===== src/common/smc_cfg.svh =====
// Constants for the segment and mode control block
//
// Summary of operation
// Six 16-bit selector registers name the segments the program can address.
// Protected segments may span one byte up to the full 4 Gbyte range.
// Real-mode segments always have a fixed 64 Kbyte size; the code keeps a protected-mode limit until the selector is reloaded.
// Fetches use the code selector, stack references the stack selector.
// Each selector owns a hidden cache of base, limit and attributes.
// Writing a selector refreshes its hidden cache entry automatically.
// Real-mode load sets only base, selector shifted left four bits; the code also reloads the fixed real limit and attributes.
// Protected load fills base, limit and attributes from the indexed descriptor.
// Every reference adds the cached 32-bit base into the linear address.
// Every reference compares its offset against the cached limit.
// Every reference checks cached attributes against the access kind.
// Control register access is allowed only at privilege level 0.
// The main control register holds ten defined control and status bits.
// Paging and protection both clear selects real mode.
// Protection set without paging selects protected mode, default size from code.
// Paging set with protection clear raises a protection fault, code 0.
// Paging and protection both set selects paged protected operation.
// Fill-disable and write-through-disable set: no fills, write-throughs, invalidates.
// Fill-disable set alone: no fills, write-through and invalidates stay active.
// Fill-disable clear with write-through-disable set raises a protection fault.
// Both cache bits clear: fills, write-through and invalidates all active.
// Fill-disable bit is one after reset.
// Numeric error select bit is zero after reset.
// Illegal control values fault and leave the old contents unchanged.
// Mode and cache decodes follow the committed control register value.
`ifndef SMC_CFG_SVH
`define SMC_CFG_SVH
// ***************************************
// Register map
// ***************************************
`define SMC_ADR_CTRL 8'h18
`define SMC_ADR_STAT 8'h1c
// ***************************************
// Control register layout
// ***************************************
`define SMC_B_PAGING 31
`define SMC_B_FILLDIS 30
`define SMC_B_WTDIS 29
`define SMC_B_PROT 0
`define SMC_CTRL_MASK 32'he005_002f
`define SMC_CTRL_RST 32'h4000_0000
`define SMC_FLT_CODE 16'h0000
// ***************************************
// Segment cache
// ***************************************
`define SMC_NSEG 6
`define SMC_SEG_CODE 3'h0
`define SMC_SEG_STACK 3'h1
`define SMC_REAL_SHIFT 4
`define SMC_REAL_LIMIT 32'h0000_ffff
`define SMC_REAL_ATTR 8'h0f
`define SMC_A_P 0
`define SMC_A_R 1
`define SMC_A_W 2
`define SMC_A_X 3
`define SMC_A_D 4
`endif


===== src/common/smc_pkg.sv =====
// Types shared by the segment and mode control block
package smc_pkg;
   typedef enum logic [1:0] {SMC_REAL, SMC_PROT, SMC_PAGED} smc_mode_t;
   typedef enum logic [2:0] {SMC_RD, SMC_WR, SMC_FETCH, SMC_STK_RD, SMC_STK_WR} smc_acc_t;
   typedef struct packed {
      logic [31:0] base;
      logic [31:0] limit;
      logic [7:0] attr;
   } smc_desc_t;
   typedef struct packed {
      logic valid;
      smc_acc_t kind;
      logic [2:0] seg;
      logic [31:0] offset;
   } smc_req_t;
   typedef struct packed {
      logic valid;
      logic [31:0] lin;
      logic limit_flt;
      logic attr_flt;
   } smc_res_t;
endpackage : smc_pkg


===== src/rtl/smc_core.sv =====
// Segment selectors, descriptor caches and control register mode decode
`timescale 1ns/1ps
`include "smc_cfg.svh"
module smc_core import smc_pkg::*; (
   input wire logic i_clk,
   input wire logic i_arst_n,
   input wire logic i_ce,
   input wire logic [7:0] i_addr,
   input wire logic [31:0] i_wdata,
   input wire logic i_wr,
   input wire logic i_rd,
   input wire logic [1:0] i_cpl,
   input wire smc_desc_t i_desc,
   input wire smc_req_t i_req,
   output logic [31:0] o_rdata,
   output smc_res_t o_res,
   output logic o_prot_fault,
   output logic [15:0] o_fault_code,
   output smc_mode_t o_mode,
   output logic o_fill_en,
   output logic o_wt_en,
   output logic o_def32
);

   // ***************************************
   // Functions
   // ***************************************
   function automatic logic ctrl_ok(input logic [31:0] v);
      ctrl_ok = !(v[`SMC_B_PAGING] && !v[`SMC_B_PROT]) &&
                !(!v[`SMC_B_FILLDIS] && v[`SMC_B_WTDIS]);
   endfunction : ctrl_ok

   // Fetch and stack kinds ignore the requested segment field
   function automatic logic [2:0] ref_seg(input smc_req_t r);
      case (r.kind)
         SMC_FETCH: ref_seg = `SMC_SEG_CODE;
         SMC_STK_RD, SMC_STK_WR: ref_seg = `SMC_SEG_STACK;
         default: ref_seg = r.seg;
      endcase
   endfunction : ref_seg

   function automatic logic attr_bad(input logic [7:0] a, input smc_acc_t k);
      case (k)
         SMC_FETCH: attr_bad = !a[`SMC_A_P] || !a[`SMC_A_X];
         SMC_WR, SMC_STK_WR: attr_bad = !a[`SMC_A_P] || !a[`SMC_A_W];
         default: attr_bad = !a[`SMC_A_P] || !a[`SMC_A_R];
      endcase
   endfunction : attr_bad

   // ***************************************
   // State
   // ***************************************
   logic [15:0] sel_r [`SMC_NSEG];
   smc_desc_t cache_r [`SMC_NSEG];
   logic [31:0] ctrl_r;
   logic flt_seen_r;
   logic [31:0] rdata_r;
   smc_res_t res_r;
   logic flt_r;
   logic [15:0] code_r;
   smc_mode_t mode_r;
   logic fill_r;
   logic wt_r;
   logic def32_r;

   logic [2:0] wr_idx;
   logic sel_wr;
   logic ctl_wr;
   logic ctl_bad;
   logic stat_wr;
   logic prot;
   logic [2:0] rseg;
   smc_desc_t rdesc;

   assign wr_idx = i_addr[4:2];
   assign sel_wr = i_ce && i_wr && i_addr < `SMC_ADR_CTRL && i_addr[1:0] == 2'h0;
   assign ctl_wr = i_ce && i_wr && i_addr == `SMC_ADR_CTRL;
   // Privilege gate shares the fault path with illegal pairs
   assign ctl_bad = !ctrl_ok(i_wdata) || i_cpl != 2'h0;
   assign stat_wr = i_ce && i_wr && i_addr == `SMC_ADR_STAT;
   assign prot = ctrl_r[`SMC_B_PROT];
   assign rseg = ref_seg(i_req);
   assign rdesc = cache_r[rseg];

   // ***************************************
   // Selectors and hidden caches
   // ***************************************
   always_ff @(posedge i_clk or negedge i_arst_n) begin
      if (!i_arst_n) begin
         for (int i = 0; i < `SMC_NSEG; i++) begin
            sel_r[i] <= 16'h0000;
         end
      end else if (sel_wr) begin
         sel_r[wr_idx] <= i_wdata[15:0];
      end
   end

   always_ff @(posedge i_clk or negedge i_arst_n) begin
      if (!i_arst_n) begin
         for (int i = 0; i < `SMC_NSEG; i++) begin
            cache_r[i].base <= 32'h0000_0000;
            cache_r[i].limit <= `SMC_REAL_LIMIT;
            cache_r[i].attr <= `SMC_REAL_ATTR;
         end
      end else if (sel_wr) begin
         if (prot) begin
            // Descriptor lookup is done outside; full 32-bit limit allowed
            cache_r[wr_idx] <= i_desc;
         end else begin
            cache_r[wr_idx].base <= {12'h000, i_wdata[15:0], 4'h0};
            // Each real-mode selector load restores the fixed real limits
            cache_r[wr_idx].limit <= `SMC_REAL_LIMIT;
            cache_r[wr_idx].attr <= `SMC_REAL_ATTR;
         end
      end
   end

   // ***************************************
   // Control register
   // ***************************************
   always_ff @(posedge i_clk or negedge i_arst_n) begin
      if (!i_arst_n) begin
         ctrl_r <= `SMC_CTRL_RST;
      end else if (ctl_wr && !ctl_bad) begin
         ctrl_r <= i_wdata & `SMC_CTRL_MASK;
      end
   end

   always_ff @(posedge i_clk or negedge i_arst_n) begin
      if (!i_arst_n) begin
         flt_r <= 1'b0;
      end else if (i_ce) begin
         flt_r <= ctl_wr && ctl_bad;
      end
   end

   // Code kept in a flop so every output leaves a register
   always_ff @(posedge i_clk or negedge i_arst_n) begin
      if (!i_arst_n) begin
         code_r <= `SMC_FLT_CODE;
      end else if (i_ce) begin
         code_r <= `SMC_FLT_CODE;
      end
   end

   // Set wins over a same-cycle write-one clear
   always_ff @(posedge i_clk or negedge i_arst_n) begin
      if (!i_arst_n) begin
         flt_seen_r <= 1'b0;
      end else if (ctl_wr && ctl_bad) begin
         flt_seen_r <= 1'b1;
      end else if (stat_wr && i_wdata[0]) begin
         flt_seen_r <= 1'b0;
      end
   end

   // ***************************************
   // Mode and cache policy decode
   // ***************************************
   always_ff @(posedge i_clk or negedge i_arst_n) begin
      if (!i_arst_n) begin
         mode_r <= SMC_REAL;
         fill_r <= 1'b0;
         wt_r <= 1'b1;
         def32_r <= 1'b0;
      end else if (i_ce) begin
         // Decoded from the committed value only, never the bus word
         case ({ctrl_r[`SMC_B_PAGING], prot})
            2'b01: mode_r <= SMC_PROT;
            2'b11: mode_r <= SMC_PAGED;
            default: mode_r <= SMC_REAL;
         endcase
         fill_r <= !ctrl_r[`SMC_B_FILLDIS];
         wt_r <= !ctrl_r[`SMC_B_WTDIS];
         def32_r <= prot && cache_r[`SMC_SEG_CODE].attr[`SMC_A_D];
      end
   end

   // ***************************************
   // Memory reference path
   // ***************************************
   always_ff @(posedge i_clk or negedge i_arst_n) begin
      if (!i_arst_n) begin
         res_r <= '0;
      end else if (i_ce) begin
         res_r.valid <= i_req.valid;
         res_r.lin <= rdesc.base + i_req.offset;
         res_r.limit_flt <= i_req.valid && i_req.offset > rdesc.limit;
         res_r.attr_flt <= i_req.valid && attr_bad(rdesc.attr, i_req.kind);
      end
   end

   // ***************************************
   // Register read port
   // ***************************************
   always_ff @(posedge i_clk or negedge i_arst_n) begin
      if (!i_arst_n) begin
         rdata_r <= 32'h0000_0000;
      end else if (i_ce) begin
         rdata_r <= 32'h0000_0000;
         if (i_rd) begin
            if (i_addr < `SMC_ADR_CTRL && i_addr[1:0] == 2'h0) begin
               rdata_r <= {16'h0000, sel_r[wr_idx]};
            end else if (i_addr == `SMC_ADR_CTRL && i_cpl == 2'h0) begin
               rdata_r <= ctrl_r;
            end else if (i_addr == `SMC_ADR_STAT) begin
               rdata_r <= {27'h0, wt_r, fill_r, mode_r, flt_seen_r};
            end
         end
      end
   end

   assign o_rdata = rdata_r;
   assign o_res = res_r;
   assign o_prot_fault = flt_r;
   assign o_fault_code = code_r;
   assign o_mode = mode_r;
   assign o_fill_en = fill_r;
   assign o_wt_en = wt_r;
   assign o_def32 = def32_r;
endmodule : smc_core


===== config.mk =====
export PLATFORM = sky130hd
export DESIGN_NAME = smc_core
export DESIGN_NICKNAME = d
export VERILOG_FILES = /design/src/common/smc_pkg.sv /design/src/rtl/smc_core.sv
export VERILOG_INCLUDE_DIRS = /design/src /design/src/common
export SDC_FILE = /design/constraint.sdc
export NUM_CORES = 1
export LEC_CHECK = 0
export ABC_AREA = 1
export BUFFER_PORTS_ARGS = -buffer_cell sky130_fd_sc_hd__clkbuf_2
export CORE_UTILIZATION = 60
export DETAILED_ROUTE_END_ITERATION = 8
export PLACE_DENSITY = 0.89
export SYNTH_ARGS = -nofsm -noshare
export SYNTH_HDL_FRONTEND = slang
export SYNTH_SLANG_ARGS = --single-unit

===== constraint.sdc =====
create_clock -name i_clk -period 3 [get_ports i_clk]
set_input_delay 0.15 -clock i_clk [delete_from_list [all_inputs] [get_ports i_clk]]
set_output_delay 0.15 -clock i_clk [all_outputs]
set_load 0.03 [all_outputs]

==> flow_summary.toml <==
[worst_setup_path]
crit_required_ps = 3530
reg2reg_to = "o_res[24]"
worstReg2RegStart = "cache_r[403]"
cp_max_fo = 4
critPathCaptureType = "register"
r2r_setup_slack_ps = 90
cp.arrival_ps = 3440
crit_type = "reg -> reg"
reg2reg_depth = 17
startpoint_type = "register"
cp-endpoint = "o_res[24]"
startpoint = "cache_r[403]"

[die]
core_um2 = 45770
die_w_um = 218.2
start_util = 0.6125
fp-row-count = 78
io-pin-count = 247
dieArea_um2 = 47590
die_h_um = 218.2

[sta]
tns_ps = 0
slew_headroom = 0.3427
slew_violations = 0
fin_worst_skew_ps = 34.09
final.min_clock_period_ps = 2911
setup_viol = 0
fmax_mhz = 343.6
post-route-period-util = 0.9702
fin_ws_ps = 89.41
hold_viol_final = 0
rsz0062_at_grt = "false"
worst_pin_slew_ps = 975.6

[pwr]
leakage_nw = 15.57
power_w = 0.01887
pwr-share-seq = 0.439
vdd_drop_max_mv = 0.4983
power_switching_w = 0.005390
swShare = 0.2857
power.internal_w = 0.01348
p_comb_frac = 0.162
p_per_area_nw_per_um2 = 562.0
pwr-share-clk = 0.398

[clock_tree]
cts_tree = "yes"
clkTransAtPathRegs_ps = 70
cts_buffers = 58
cts.sinks = 576
post-cts-setup-buffer-count = 0
clock_path_buffers = 3
cts_max_level = 2
worstSkewPairLatency_ps = 660
cts_root_buffer = "clkbuf_16"

[drt]
via_count = 27820
top_layer = "met5"
wire_per_inst_um = 21.85
wl_met2_um = 42540
drt-initial-drc-count = 3883
routed_wl_um = 96490
routed_via_density = 6.299
drc_errors = 0
ant_nets = 0
wl_met1_um = 34240
dr_wl_met3_um = 13850
first_pass_iters = 8

[final_layout]
finalNonFillerCells = 4417
nFillCells = 3107
final-seq-area_um2 = 14570
syn_to_final_growth_pct = 19.75
nets = 3992
layout-drive-gt1-share = 0.1774
layout_common_cells = "nand2_1 (946), o21ai_0 (496), dfrtp_1 (455), o21ai_1 (302), nor2_1 (287)"
mostFrequentLayoutCell = "nand2_1"
fin_util = 0.7335
multi_input_area_um2 = 12040

[run]
cap_viol_max_count = 0

[placement]
place_inst = 4227
post-place-ws_ps = -300.9
io_buffers = 205
hpwlAfterDp_um = 59400
globalplace.congestion = 1.051

[grt]
grt_pass1_vias = 27480
grt_usage = 0.4088
overflow = 0
grt_pass1_wl_um = 150000
grt_start_max_net_pins = 146
antenna_found_initial = 3

[synthesis]
synth_cells = 3417
ys_seq_elements = 576
ys_types = 47
synth-edff-count = 0
yosysSeqAreaShare = 0.5195
syn_area_um2 = 28030
synth_warnings = 0
synth_area_per_cell_um2 = 8.204
synth_ff_type = "dfrtp_1"
ys_async_sr_fraction = 1.000

[status]
status = "completed"

[worst_hold_path]
worstHoldPathType = "in -> reg"
kinds of logic after synthesis:
family | count (synthesis) | share of synthesized area
XOR/XNOR | 15 | 0.004686
buffers and inverters | 349 | 0.05762
AND/OR/NAND/NOR | 1378 | 0.1960
flip-flops | 576 | 0.5195
multiplexers | 3 | 0.001205
adder cells (fa/ha/maj) | 64 | 0.02883
other | 1 | 0.0001338
AO/OA/AOI/OAI | 1031 | 0.1920
flip-flops by register name (all words and copies together) (netlist names):
| signal | count |
|---|---|
| flt_seen_r | 1 |
| o_rdata | 21 |
| sel_r | 96 |
| cache_r | 407 |
| o_res | 35 |
| o_wt_en | 1 |
| o_fill_en | 1 |
| o_mode | 2 |
| o_prot_fault | 1 |
| ctrl_r | 10 |
| o_def32 | 1 |
synthesized netlist by cell type (2+ instances only):
| library cell | n | area [µm²] |
|---|---|---|
| a21oi_1 | 112 | 560.5 |
| a31oi_1 | 10 | 62.56 |
| and3_1 | 2 | 12.51 |
| buf_1 | 4 | 15.01 |
| buf_2 | 60 | 300.3 |
| buf_4 | 55 | 412.9 |
| buf_6 | 3 | 33.78 |
| clkbuf_1 | 117 | 439.2 |
| dfrtp_1 | 456 | 11410 |
| dfstp_2 | 120 | 3153 |
| ha_1 | 63 | 788.3 |
| inv_1 | 104 | 390.4 |
| inv_2 | 4 | 15.01 |
| mux2_2 | 3 | 33.78 |
| nand2_1 | 947 | 3555 |
| nand2_2 | 2 | 12.51 |
| nand3_1 | 79 | 395.4 |
| nand3_2 | 11 | 110.1 |
| nand3b_1 | 12 | 90.09 |
| nand4_1 | 14 | 87.58 |
| nor2_1 | 288 | 1081 |
| nor2_2 | 2 | 12.51 |
| nor3_1 | 13 | 65.06 |
| nor4_1 | 2 | 12.51 |
| o2111ai_1 | 2 | 17.52 |
| o211ai_1 | 7 | 52.55 |
| o21a_1 | 4 | 30.03 |
| o21ai_0 | 497 | 2487 |
| o21ai_1 | 301 | 1506 |
| o21bai_1 | 6 | 45.04 |
| o221ai_1 | 10 | 87.58 |
| o22ai_1 | 65 | 406.6 |
| o31ai_1 | 13 | 97.59 |
| or2_2 | 3 | 18.77 |
| xnor2_1 | 13 | 113.9 |
| xor2_1 | 2 | 17.52 |
final cells by class:
class | instances | area share
well taps | 600 | 0.02236
repair buffers | 507 | 0.1146
clock inverters | 22 | 0.007267
inverters | 109 | 0.01230
diodes | 1 | 0.00007454
flip-flops and latches | 576 | 0.4338
clock buffers | 84 | 0.05095
multi-input cells | 2518 | 0.3586
how the worst min path moves through the flow:
stage	start	endpoint	slack [ps]	depth (start not counted)
floorplan	i_arst_n	cache_r[100]	-150	0
CTS	i_desc[57]	cache_r[345]	7	4
global route	i_desc[57]	cache_r[345]	40	4
detailed placement	i_arst_n	sel_r[61]	250	1
finish	i_desc[57]	cache_r[345]	30	4
global placement	i_arst_n	o_rdata[13]	250	1
per-stage QoR:
stage / hold WS, ps / cell area [µm²]
2_1_floorplan: -145.6 / 28130
3_3_place_gp: 251.6 / 30780
3_5_place_dp: 247.8 / 30780
4_1_cts: 6.578 / 33570
5_1_grt: 36.52 / 33570
6_report: 25.37 / 33570
power groups by stage:
stage / logic, W / clock network, W / registers (W)
2_1_floorplan: 0.00134 / 0 / 0.00853
3_3_place_gp: 0.00278 / 0 / 0.00839
3_5_place_dp: 0.00284 / 0 / 0.00839
4_1_cts: 0.00296 / 0.00746 / 0.00827
5_1_grt: 0.00329 / 0.00779 / 0.00830
6_report: 0.00306 / 0.00752 / 0.00829
worst max-delay path: stages (launching register included):
cell and delay (ps):
dfrtp_1 430, o21ai_0 480, o22ai_1 160, nand2_1 80, o21ai_1 60, ha_1 340, buf_4 130, nand3_1 60
nand2_1 160, nand3_1 90, nand2_1 150, nand3_1 90, nand2_1 180, nand3_1 130, nand2_1 70, nand2_1 60
nand3_1 90, nand2_1 60
repair_timing:
item / 4_1_cts / 5_1_grt
endpoints found under the hold margin: 496 / 0
endpoints found under the setup margin: 0 / 3
hold buffers: 83 / 0
gates resized for setup: 0 / 1
per-layer routing:
layer  vias to the layer above  track usage
met5                         -            0
met1                     13020       0.5136
met3                       497       0.1375
met4                         2       0.2233
met2                      2191       0.6231
li1                      12120            -
(Power assumes the default switching activity.)
